File: src/pkg/dsc_pkg.sv
// Package of constants and types for the DSP system control pin block
// Functional notes
// - Four user interrupts prioritized, masked by mask/mode
// - Software polls and clears interrupt flags
// - Non-maskable interrupt never blocked
// - NMI diverts flow to its vector
// - Reset stops execution, reinitializes state
// - After reset, fetch starts at 0FF80h
// - Mode strap sampled at reset; low maps ROM
// - Branch taken only when branch input active
// - Cond-execute samples branch input at decode
// - Flag output latched; set, clear, status load
// - Flag high in reset, floats when off low
// - Space selects high except during external access
// - Space select low only with valid address
// - Space selects float in hold or off
// - Memory strobe low only for data/program access
// - Memory strobe floats in hold or off
// - Hold request granted, then lines float
// - Hold ack when floated; high during reset
// - Interrupt ack marks vector fetch
package dsc_pkg;

  // Register indices on the plain register port
  localparam logic [3:0]  REG_IRQ_FLAG   = 4'h0;  // Pending flags, write one to clear
  localparam logic [3:0]  REG_IRQ_MASK   = 4'h1;  // Per-source enable
  localparam logic [3:0]  REG_CTRL       = 4'h2;  // Mode bit and flag-output control
  localparam logic [3:0]  REG_STATUS     = 4'h3;  // Live block state
  localparam logic [3:0]  REG_VECTOR     = 4'h4;  // Last vector or access address presented

  // Control register field positions
  localparam int          CTRL_GIM_BIT   = 0;     // Global interrupt mode, 1 blocks maskables
  localparam int          CTRL_XSET_BIT  = 1;     // Set-status-bit action on the flag output
  localparam int          CTRL_XCLR_BIT  = 2;     // Clear-status-bit action on the flag output
  localparam int          CTRL_ST1_BIT   = 3;     // Status-one load action
  localparam int          CTRL_ST1V_BIT  = 4;     // Flag value carried by the status-one load

  // Reset values
  localparam logic [3:0]  MASK_RST       = 4'h0;
  localparam logic        GIM_RST        = 1'b1;  // Maskables blocked after reset

  // Vectors
  localparam logic [15:0] RESET_VEC      = 16'hFF80;
  localparam logic [15:0] NMI_VEC        = 16'hFF88;
  localparam logic [15:0] USER_VEC_BASE  = 16'hFFC0;
  localparam logic [15:0] USER_VEC_STEP  = 16'h0004;

  // Bus cycle timing, clock cycles
  localparam int          ACK_CYCLES     = 2;

  // Space selection encoding
  typedef enum logic [1:0] {
    SPACE_PROG = 2'b00,
    SPACE_DATA = 2'b01,
    SPACE_IO   = 2'b10
  } dsc_space_e;

  // External bus sequencer states
  typedef enum logic [2:0] {
    ST_RESET = 3'b000,
    ST_IDLE  = 3'b001,
    ST_ACC   = 3'b010,
    ST_VEC   = 3'b011,
    ST_HOLD  = 3'b100
  } dsc_state_e;

endpackage

File: src/pkg/dsc_sync_if.sv
// Interface carrying synchronized pin levels to the core
`timescale 1ns/10ps
interface dsc_sync_if;
  logic [3:0] userIrq;     // Synchronized user interrupts, active low
  logic       nmi;         // Synchronized non-maskable interrupt, active low
  logic       branchCond;  // Synchronized branch input, active low
  logic       hold;        // Synchronized hold request, active low
  logic       off;         // Synchronized off control, active low
  logic       strap;       // Synchronized mode strap

  modport src (output userIrq, output nmi, output branchCond, output hold,
               output off, output strap);
  modport dst (input userIrq, input nmi, input branchCond, input hold,
               input off, input strap);
endinterface

File: src/hw/dsc_sync.sv
// Two-flop synchronizer for every asynchronous pin input
`timescale 1ns/10ps
module dsc_sync #(
  parameter int WIDTH = 10
) (
  // Clock and reset
  input  wire logic             clk,
  input  wire logic             rst_b,
  // Raw pins in, synchronized levels out
  input  wire logic [WIDTH-1:0] pinsAsync,
  output logic      [WIDTH-1:0] pinsSync
);

  logic [WIDTH-1:0] stage1_r;  // First stage, read only by second stage

  ////////////////////////////////////////////////////////////////////
  // Two flops; idle level high since all inputs are active low
  always_ff @(posedge clk) begin
    if (!rst_b) begin
      stage1_r <= {WIDTH{1'b1}};
      pinsSync <= {WIDTH{1'b1}};
    end else begin
      stage1_r <= pinsAsync;
      pinsSync <= stage1_r;
    end
  end

endmodule

File: src/hw/dsc_sys_ctrl.sv
// Top of the DSP system control pin block
//
// The implementer's own choices: the register offsets and strobed register access.
`timescale 1ns/10ps
module dsc_sys_ctrl
  import dsc_pkg::*;
(
  // Clock and reset
  input  wire logic        clk,
  input  wire logic        rst_b,
  // Interrupt and control pins
  input  wire logic [3:0]  userIrqIn_b,
  input  wire logic        nmiIn_b,
  input  wire logic        branchCondIn_b,
  input  wire logic        holdReq_b,
  input  wire logic        offCtrl_b,
  input  wire logic        romMapStrap,
  // Core-side bus request
  input  wire logic        accReq,
  input  wire dsc_space_e  accSpace,
  input  wire logic [15:0] accAddr,
  input  wire logic        xcDecode,
  input  wire logic        branchExec,
  // Register port
  input  wire logic [3:0]  regAddr,
  input  wire logic [31:0] regWrData,
  input  wire logic        regWr,
  input  wire logic        regRd,
  output logic      [31:0] regRdData,
  // Core-side results
  output logic      [15:0] fetchAddr,
  output logic             fetchValid,
  output logic             computerMode,
  output logic             branchTaken,
  output logic             xcCondTrue,
  output logic             coreHalted,
  // Pins out, each with output enable
  output logic      [15:0] addrOut,
  output logic             addrOe,
  output logic             extFlagOut,
  output logic             extFlagOe,
  output logic             dataSpaceSel_b,
  output logic             progSpaceSel_b,
  output logic             ioSpaceSel_b,
  output logic             spaceSelOe,
  output logic             memStrobe_b,
  output logic             memStrobeOe,
  output logic             busHoldAck_b,
  output logic             busHoldAckOe,
  output logic             irqAck_b,
  output logic             irqAckOe
);
  import dsc_pkg::*;

  ////////////////////////////////////////////////////////////////////
  // Pin synchronization
  dsc_sync_if syncIf ();
  logic [8:0] syncVec;  // Packed synchronized pins

  // Pin synchronizers
  // two-flop synchronizers
  dsc_sync #(.WIDTH(9)) uSync (
    .clk       (clk),
    .rst_b     (rst_b),
    .pinsAsync ({romMapStrap, offCtrl_b, holdReq_b, branchCondIn_b, nmiIn_b, userIrqIn_b}),
    .pinsSync  (syncVec)
  );

  assign syncIf.userIrq    = syncVec[3:0];
  assign syncIf.nmi        = syncVec[4];
  assign syncIf.branchCond = syncVec[5];
  assign syncIf.hold       = syncVec[6];
  assign syncIf.off        = syncVec[7];
  assign syncIf.strap      = syncVec[8];

  ////////////////////////////////////////////////////////////////////
  // Declarations
  logic [3:0]  irqPrev_r;     // Previous user interrupt levels
  logic        nmiPrev_r;     // Previous NMI level
  logic [3:0]  irqFlag_r;     // Pending user interrupt flags
  logic [3:0]  irqMask_r;     // Mask register
  logic        gim_r;         // Global mode, 1 blocks maskables
  logic        nmiPend_r;     // NMI pending
  logic        flag_r;        // Latched external flag value
  logic [1:0]  strapCnt_r;    // Edges since reset release, stops at 3
  dsc_state_e  state_r;       // Bus sequencer
  logic [1:0]  ackCnt_r;      // Cycles left in current access
  logic [15:0] vecAddr_r;     // Vector or access address being presented
  logic [3:0]  servBit_r;     // User flag serviced by current vector
  logic [3:0]  irqEdge;       // Falling edges on user interrupts
  logic        nmiEdge;       // Falling edge on NMI
  logic [3:0]  irqEnabled;    // Pending and unmasked
  logic [3:0]  irqWin;        // Highest-priority enabled request
  logic [3:0]  flagClr;       // Software clear pattern
  logic        wrCtrl;        // Control register write
  logic        offNow;        // Off control asserted

  assign irqEdge    = irqPrev_r & ~syncIf.userIrq;
  assign nmiEdge    = nmiPrev_r & ~syncIf.nmi;
  assign irqEnabled = irqFlag_r & irqMask_r & {4{~gim_r}};
  assign irqWin     = irqEnabled & (~irqEnabled + 4'h1);
  assign wrCtrl     = regWr && (regAddr == REG_CTRL);
  assign flagClr    = (regWr && (regAddr == REG_IRQ_FLAG)) ? regWrData[3:0] : 4'h0;
  assign offNow     = ~syncIf.off;

  ////////////////////////////////////////////////////////////////////
  // Edge detection history
  always_ff @(posedge clk) begin
    if (!rst_b) begin
      irqPrev_r <= 4'hF;
      nmiPrev_r <= 1'b1;
    end else begin
      irqPrev_r <= syncIf.userIrq;
      nmiPrev_r <= syncIf.nmi;
    end
  end

  ////////////////////////////////////////////////////////////////////
  // Pending flags; a new edge beats a same-cycle clear
  always_ff @(posedge clk) begin
    if (!rst_b) begin
      irqFlag_r <= 4'h0;
    end else begin
      // set wins over clear or service
      irqFlag_r <= (irqFlag_r & ~flagClr & ~servBit_r) | irqEdge;
    end
  end

  ////////////////////////////////////////////////////////////////////
  // NMI pending, independent of mask and mode
  always_ff @(posedge clk) begin
    if (!rst_b) begin
      nmiPend_r <= 1'b0;
    end else if (nmiEdge) begin
      nmiPend_r <= 1'b1;
    end else if (state_r == ST_IDLE && syncIf.hold) begin
      // A hold grant must not drop a pending trap
      nmiPend_r <= 1'b0;
    end
  end

  ////////////////////////////////////////////////////////////////////
  // Mask and mode registers
  always_ff @(posedge clk) begin
    if (!rst_b) begin
      irqMask_r <= MASK_RST;
      gim_r     <= GIM_RST;
    end else begin
      if (regWr && (regAddr == REG_IRQ_MASK)) begin
        irqMask_r <= regWrData[3:0];
      end
      if (wrCtrl) begin
        gim_r <= regWrData[CTRL_GIM_BIT];
      end
    end
  end

  ////////////////////////////////////////////////////////////////////
  // External flag latch
  always_ff @(posedge clk) begin
    if (!rst_b) begin
      flag_r <= 1'b1;
    end else if (wrCtrl) begin
      if (regWrData[CTRL_XSET_BIT]) begin
        flag_r <= 1'b1;
      end else if (regWrData[CTRL_XCLR_BIT]) begin
        flag_r <= 1'b0;
      end else if (regWrData[CTRL_ST1_BIT]) begin
        flag_r <= regWrData[CTRL_ST1V_BIT];
      end
    end
  end

  ////////////////////////////////////////////////////////////////////
  // Mode strap, caught once the synchronizer carries the real pin
  // The synchronizer leaves reset at its idle level, so the first two
  // edges after release would still show that level, not the strap
  always_ff @(posedge clk) begin
    if (!rst_b) begin
      strapCnt_r   <= 2'd0;
      computerMode <= 1'b0;
    end else if (strapCnt_r != 2'd3) begin
      strapCnt_r <= strapCnt_r + 2'd1;
      if (strapCnt_r == 2'd2) begin
        computerMode <= ~syncIf.strap;
      end
    end
  end

  ////////////////////////////////////////////////////////////////////
  // Branch input sampling; decode phase for cond-execute
  always_ff @(posedge clk) begin
    if (!rst_b) begin
      branchTaken <= 1'b0;
      xcCondTrue  <= 1'b0;
    end else begin
      branchTaken <= branchExec & ~syncIf.branchCond;
      if (xcDecode) begin
        xcCondTrue <= ~syncIf.branchCond;
      end
    end
  end

  ////////////////////////////////////////////////////////////////////
  // Bus sequencer; vector fetch, accesses and hold
  always_ff @(posedge clk) begin
    if (!rst_b) begin
      state_r   <= ST_RESET;
      ackCnt_r  <= 2'd0;
      vecAddr_r <= RESET_VEC;
      servBit_r <= 4'h0;
    end else begin
      servBit_r <= 4'h0;
      case (state_r)
        ST_RESET: begin
          state_r   <= ST_VEC;
          vecAddr_r <= RESET_VEC;
          ackCnt_r  <= 2'(ACK_CYCLES - 1);
        end
        ST_IDLE: begin
          if (!syncIf.hold) begin
            state_r <= ST_HOLD;
          end else if (nmiPend_r) begin
            state_r   <= ST_VEC;
            vecAddr_r <= NMI_VEC;
            ackCnt_r  <= 2'(ACK_CYCLES - 1);
          end else if (irqWin != 4'h0) begin
            state_r   <= ST_VEC;
            servBit_r <= irqWin;
            vecAddr_r <= USER_VEC_BASE + USER_VEC_STEP * {12'h000, irqWin};
            ackCnt_r  <= 2'(ACK_CYCLES - 1);
          end else if (accReq) begin
            state_r   <= ST_ACC;
            vecAddr_r <= accAddr;
            ackCnt_r  <= 2'(ACK_CYCLES - 1);
          end
        end
        ST_ACC, ST_VEC: begin
          if (ackCnt_r == 2'd0) begin
            state_r <= ST_IDLE;
          end else begin
            ackCnt_r <= ackCnt_r - 2'd1;
          end
        end
        ST_HOLD: begin
          if (syncIf.hold) begin
            state_r <= ST_IDLE;
          end
        end
        default: state_r <= ST_IDLE;
      endcase
    end
  end

  ////////////////////////////////////////////////////////////////////
  // Pin drivers, all registered from current-state terms
  dsc_space_e  accSpace_r;  // Space of current access
  always_ff @(posedge clk) begin
    if (!rst_b) begin
      accSpace_r <= SPACE_PROG;
    end else if (state_r == ST_IDLE && accReq) begin
      accSpace_r <= accSpace;
    end
  end

  always_ff @(posedge clk) begin
    if (!rst_b) begin
      addrOut        <= 16'h0000;
      addrOe         <= 1'b0;
      dataSpaceSel_b <= 1'b1;
      progSpaceSel_b <= 1'b1;
      ioSpaceSel_b   <= 1'b1;
      spaceSelOe     <= 1'b1;
      memStrobe_b    <= 1'b1;
      memStrobeOe    <= 1'b1;
      busHoldAck_b   <= 1'b1;
      busHoldAckOe   <= 1'b1;
      irqAck_b       <= 1'b1;
      irqAckOe       <= 1'b1;
      extFlagOut     <= 1'b1;
      extFlagOe      <= 1'b1;
      fetchAddr      <= RESET_VEC;
      fetchValid     <= 1'b0;
      coreHalted     <= 1'b1;
    end else begin
      addrOut        <= vecAddr_r;
      addrOe         <= (state_r != ST_HOLD) && !offNow;
      progSpaceSel_b <= !((state_r == ST_VEC) ||
                          (state_r == ST_ACC && accSpace_r == SPACE_PROG));
      dataSpaceSel_b <= !(state_r == ST_ACC && accSpace_r == SPACE_DATA);
      ioSpaceSel_b   <= !(state_r == ST_ACC && accSpace_r == SPACE_IO);
      // float selects in hold or off
      spaceSelOe     <= (state_r != ST_HOLD) && !offNow;
      memStrobe_b    <= !((state_r == ST_VEC) ||
                          (state_r == ST_ACC && accSpace_r != SPACE_IO));
      // float strobe in hold or off
      memStrobeOe    <= (state_r != ST_HOLD) && !offNow;
      busHoldAck_b   <= !(state_r == ST_HOLD);
      busHoldAckOe   <= !offNow;
      irqAck_b       <= !(state_r == ST_VEC && vecAddr_r != RESET_VEC);
      irqAckOe       <= !offNow;
      extFlagOut     <= flag_r;
      extFlagOe      <= !offNow;
      fetchAddr      <= vecAddr_r;
      fetchValid     <= (state_r == ST_VEC) && (ackCnt_r == 2'd0);
      coreHalted     <= (state_r == ST_RESET) || (state_r == ST_HOLD);
    end
  end

  ////////////////////////////////////////////////////////////////////
  // Register read port, data one cycle after the strobe
  always_ff @(posedge clk) begin
    if (!rst_b) begin
      regRdData <= 32'h0000_0000;
    end else if (regRd) begin
      if (regAddr == REG_IRQ_FLAG) begin
        regRdData <= {28'h000_0000, irqFlag_r};
      end else if (regAddr == REG_IRQ_MASK) begin
        regRdData <= {28'h000_0000, irqMask_r};
      end else if (regAddr == REG_CTRL) begin
        regRdData <= {27'h000_0000, flag_r, 3'b000, gim_r};
      end else if (regAddr == REG_STATUS) begin
        regRdData <= {24'h00_0000, computerMode, nmiPend_r, syncIf.branchCond,
                      2'b00, state_r};
      end else if (regAddr == REG_VECTOR) begin
        regRdData <= {16'h0000, vecAddr_r};
      end else begin
        regRdData <= 32'h0000_0000;
      end
    end else begin
      regRdData <= 32'h0000_0000;
    end
  end

endmodule

File: config.mk
export PLATFORM = sky130hd
export DESIGN_NAME = dsc_sys_ctrl
export DESIGN_NICKNAME = d
export VERILOG_FILES = /design/src/pkg/dsc_pkg.sv /design/src/pkg/dsc_sync_if.sv /design/src/hw/dsc_sync.sv /design/src/hw/dsc_sys_ctrl.sv
export SDC_FILE = /design/constraint.sdc
export NUM_CORES = 1
export LEC_CHECK = 0
export ABC_AREA = 1
export BUFFER_PORTS_ARGS = -buffer_cell sky130_fd_sc_hd__clkbuf_2
export CAP_MARGIN = 20
export CORE_UTILIZATION = 45
export CTS_CLUSTER_SIZE = 24
export DETAILED_ROUTE_END_ITERATION = 10
export PLACE_DENSITY = 0.78
export RECOVER_POWER = 50
export SYNTH_ARGS = -nofsm -noshare
export SYNTH_HDL_FRONTEND = slang
export SYNTH_SLANG_ARGS = --single-unit
File: constraint.sdc
create_clock -name clk -period 3.75 [get_ports clk]
set_input_delay 0 -clock clk [delete_from_list [all_inputs] [get_ports clk]]
set_output_delay 0 -clock clk [all_outputs]
set_load 0.03 [all_outputs]
==> impl_metrics.yaml <==
global_route:
  grt_pass1_vias: 3732
  grt.total_usage_pct: 22.61
  busiest_layer: "met2"
  grt_pass1_wl_um: 17510
  grt_overflow: 0
  met1_usage_pct: 26.44
  grt_max_degree: 50
  grtUsageMet3_pct: 5.935
  antenna_found_initial: 0
  grtUsageMet2_pct: 39.77
synth:
  synthArstFlopShare_pct: 0
  ys.flop_type: "dfxtp_1"
  synthTopCellsByArea: "dfxtp_1 (54%), nand2_1 (8.5%), inv_1 (5.4%), buf_4 (4.4%), a21oi_1 (3.7%)"
  synth.most_common_cell: "dfxtp_1"
  synth_area_um2: 4432
  synth_edf_count: 0
  synth_top_cells_by_count: "dfxtp_1 (119), nand2_1 (100), inv_1 (64)"
  synth_seq_cells: 119
  synthCells: 514
  yosysWarnings: 0
  yosysSeqAreaShare_pct: 53.75
  syn_area_per_cell_um2: 8.622
  synth_top_area_share_pct: 53.75
  synth_area_leader_cell: "dfxtp_1"
  ys_types: 39
timing:
  finalSetupViolations: 0
  tightest_slew_ps: 1002
  fin_tns_setup_ps: 0
  drv_slew: 0
  min_period_ps: 2117
  hold_viol_final: 0
  min_period_over_period_pct: 56.46
  final.setup_skew_ps: 14.31
  grt_setup_unrepaired: "false"
  relSlewSlack_pct: 33.23
  max_clock_freq_mhz: 472.3
worst_setup_path:
  worstPathArrival_ps: 2560
  max_stage_delay_ps: 580
  crit_type: "input port to register"
  ff2ff_path_depth: 6
  start_kind: "input port"
  crit_path_top_delay_cell: "dlygate4sd3_1"
  crit_family: "buffers and inverters"
  crit_required_ps: 4200
  critPathMostFrequentCell: "dlygate4sd3_1"
  cp.depth: 9
  r2r-end: "accSpace_r[1]"
  path_max_fanout: 9
  path_cells: "dlygate4sd3_1, clkbuf_2, nor2_1, nand2_1, clkinv_1, nand3_1, dlygate4sd3_1, a21oi_1, dlygate4sd3_1"
  endpoint_kind: "register"
  r2r_start: "state_r[0]"
  r2r_slack_ps: 1900
  critPathBufInv: 5
place:
  gp_congestion: 0.8137
  post-dp-hpwl_um: 7022
  placed_cell_area_um2: 4937
  port-buffer-count: 108
finish:
  antennaDiodeCount: 0
  fin_nets: 745
  drive_gt1_share_pct: 20.88
  stdcell_area_um2: 5942
  fill_cells: 783
  area_growth_pct: 34.08
detailed_routing:
  drt-wirelength-per-cell_um: 13.63
  num_vias: 3837
  drc_errors: 0
  via_per_inst: 4.714
  drtAntennaViolNets: 0
  dr.pass1.iters: 7
  finalWirelength_um: 11090
  drt_iter0_drc: 210
clock_network:
  cts_buffers: 17
  clk_path_buf_depth: 2
  clock-sinks: 119
  tritoncts: "done"
  clk_pin_slew_worst_paths_ps: 60
  clockRootBuffer: "clkbuf_8"
  cts_setup_buffers: 0
  htree_levels: 4
  clock_latency_ps: 510
worst_hold_path:
  hold_start: "offCtrl_b"
  min_to: "uSync.stage1_r[7]"
  min_delay_path_depth: 3
  hp-class: "input port to register"
floorplanning:
  dieWidth_um: 101.2
  coreArea_um2: 9371
  die_area_um2: 10250
  ios: 152
  num_rows: 35
  die_y_um: 101.2
  start_util_pct: 47.29
power_and_ir_drop:
  p_leak_nw: 2.826
  total_power_mw: 3.609
  irDropWorstVdd_uv: 303.2
  p_per_area_nw_per_um2: 607.4
run_status:
  status: "complete, no violations"
flow_run:
  drv_cap: 0
## cell families after synthesis
family / synth area share, %
buffers and inverters: 11.80
flip-flops: 53.75
AO/OA/AOI/OAI: 10.59
AND/OR/NAND/NOR: 22.93
adder cells (fa/ha/maj): 0.8471
other: 0.08462
## area by class of cell
type | count | area, um2 | share of cell area [%]
flip-flops and latches | 119 | 2382 | 40.09
multi-input cells | 303 | 1583 | 26.64
clock inverters | 14 | 123.9 | 2.085
inverters | 70 | 262.8 | 4.422
well taps | 129 | 161.4 | 2.716
clock buffers | 18 | 427.9 | 7.202
repair buffers | 161 | 1001 | 16.85
## flip-flops by register name (all words and copies together) (netlist names), 9 cells and up
register        flops
uSync.stage1_r      9
fetchAddr          16
uSync.pinsSync      9
addrOut             9
regRdData          16
vecAddr_r          16
## stage by stage
step           std cells  setup slack, ps  hold slack, ps  utilization (%)
6_report             814             1633           215.6            63.40
5_1_grt              814             1547           213.5            63.40
4_1_cts              814             1692           200.6            64.13
3_5_place_dp         730             1730           189.0            52.68
3_3_place_gp         730             1805           185.0            52.68
2_1_floorplan        529             2455           90.14                -
## power by group
group,leakage [nW],switching (mW),internal [mW]
registers,0.977,0.0813,1.39
logic,1.58,0.450,0.213
clock network,0.264,0.582,0.896
total,2.83,1.11,2.50
## worst max-delay path by stage
stage,startpoint,endpoint
floorplan,state_r[0],vecAddr_r[10]
global placement,rst_b,uSync.stage1_r[2]
detailed placement,rst_b,irqAck_b
CTS,regAddr[2],irqMask_r[1]
global route,regAddr[2],irqMask_r[1]
finish,regAddr[2],irqMask_r[1]
## layer usage
layer / wire, um / vias to the layer above / share of wire [%]
li1: - / 1903 / -
met1: 4622 / 1758 / 42
met2: 5476 / 156 / 49
met3: 756 / 20 / 6.8
met4: 238 / 0 / 2.1
met5: 0 / - / 0
## timing repair
action | CTS | global route
hold buffers | 52 | 0
gates resized for setup | 0 | 0
endpoints found under the hold margin | 45 | 0
## worst reg2reg max path: stages (launching register included)
cell and delay [ps]:
dfxtp_1 420, inv_2 130, nor3_2 240, nand2_1 160, o21ai_0 190, a21oi_1 50, dlygate4sd3_1 550
## cells in the final DEF (no fill, tap or decap), drive strengths merged, types with 2 or more instances in the layout
cell type      n
ha             3
dfxtp        119
dlygate4sd3   52
a21oi         37
clkinv         7
nand3         24
nor2          41
nor4           2
nor3           7
inv           72
nand4          4
or2           20
o22ai          2
conb          16
o21ai         30
o31ai          2
clkinvlp       4
clkbuf       126
nand3b         4
a31oi          3
nand2        104
(Power assumes the default switching activity.)
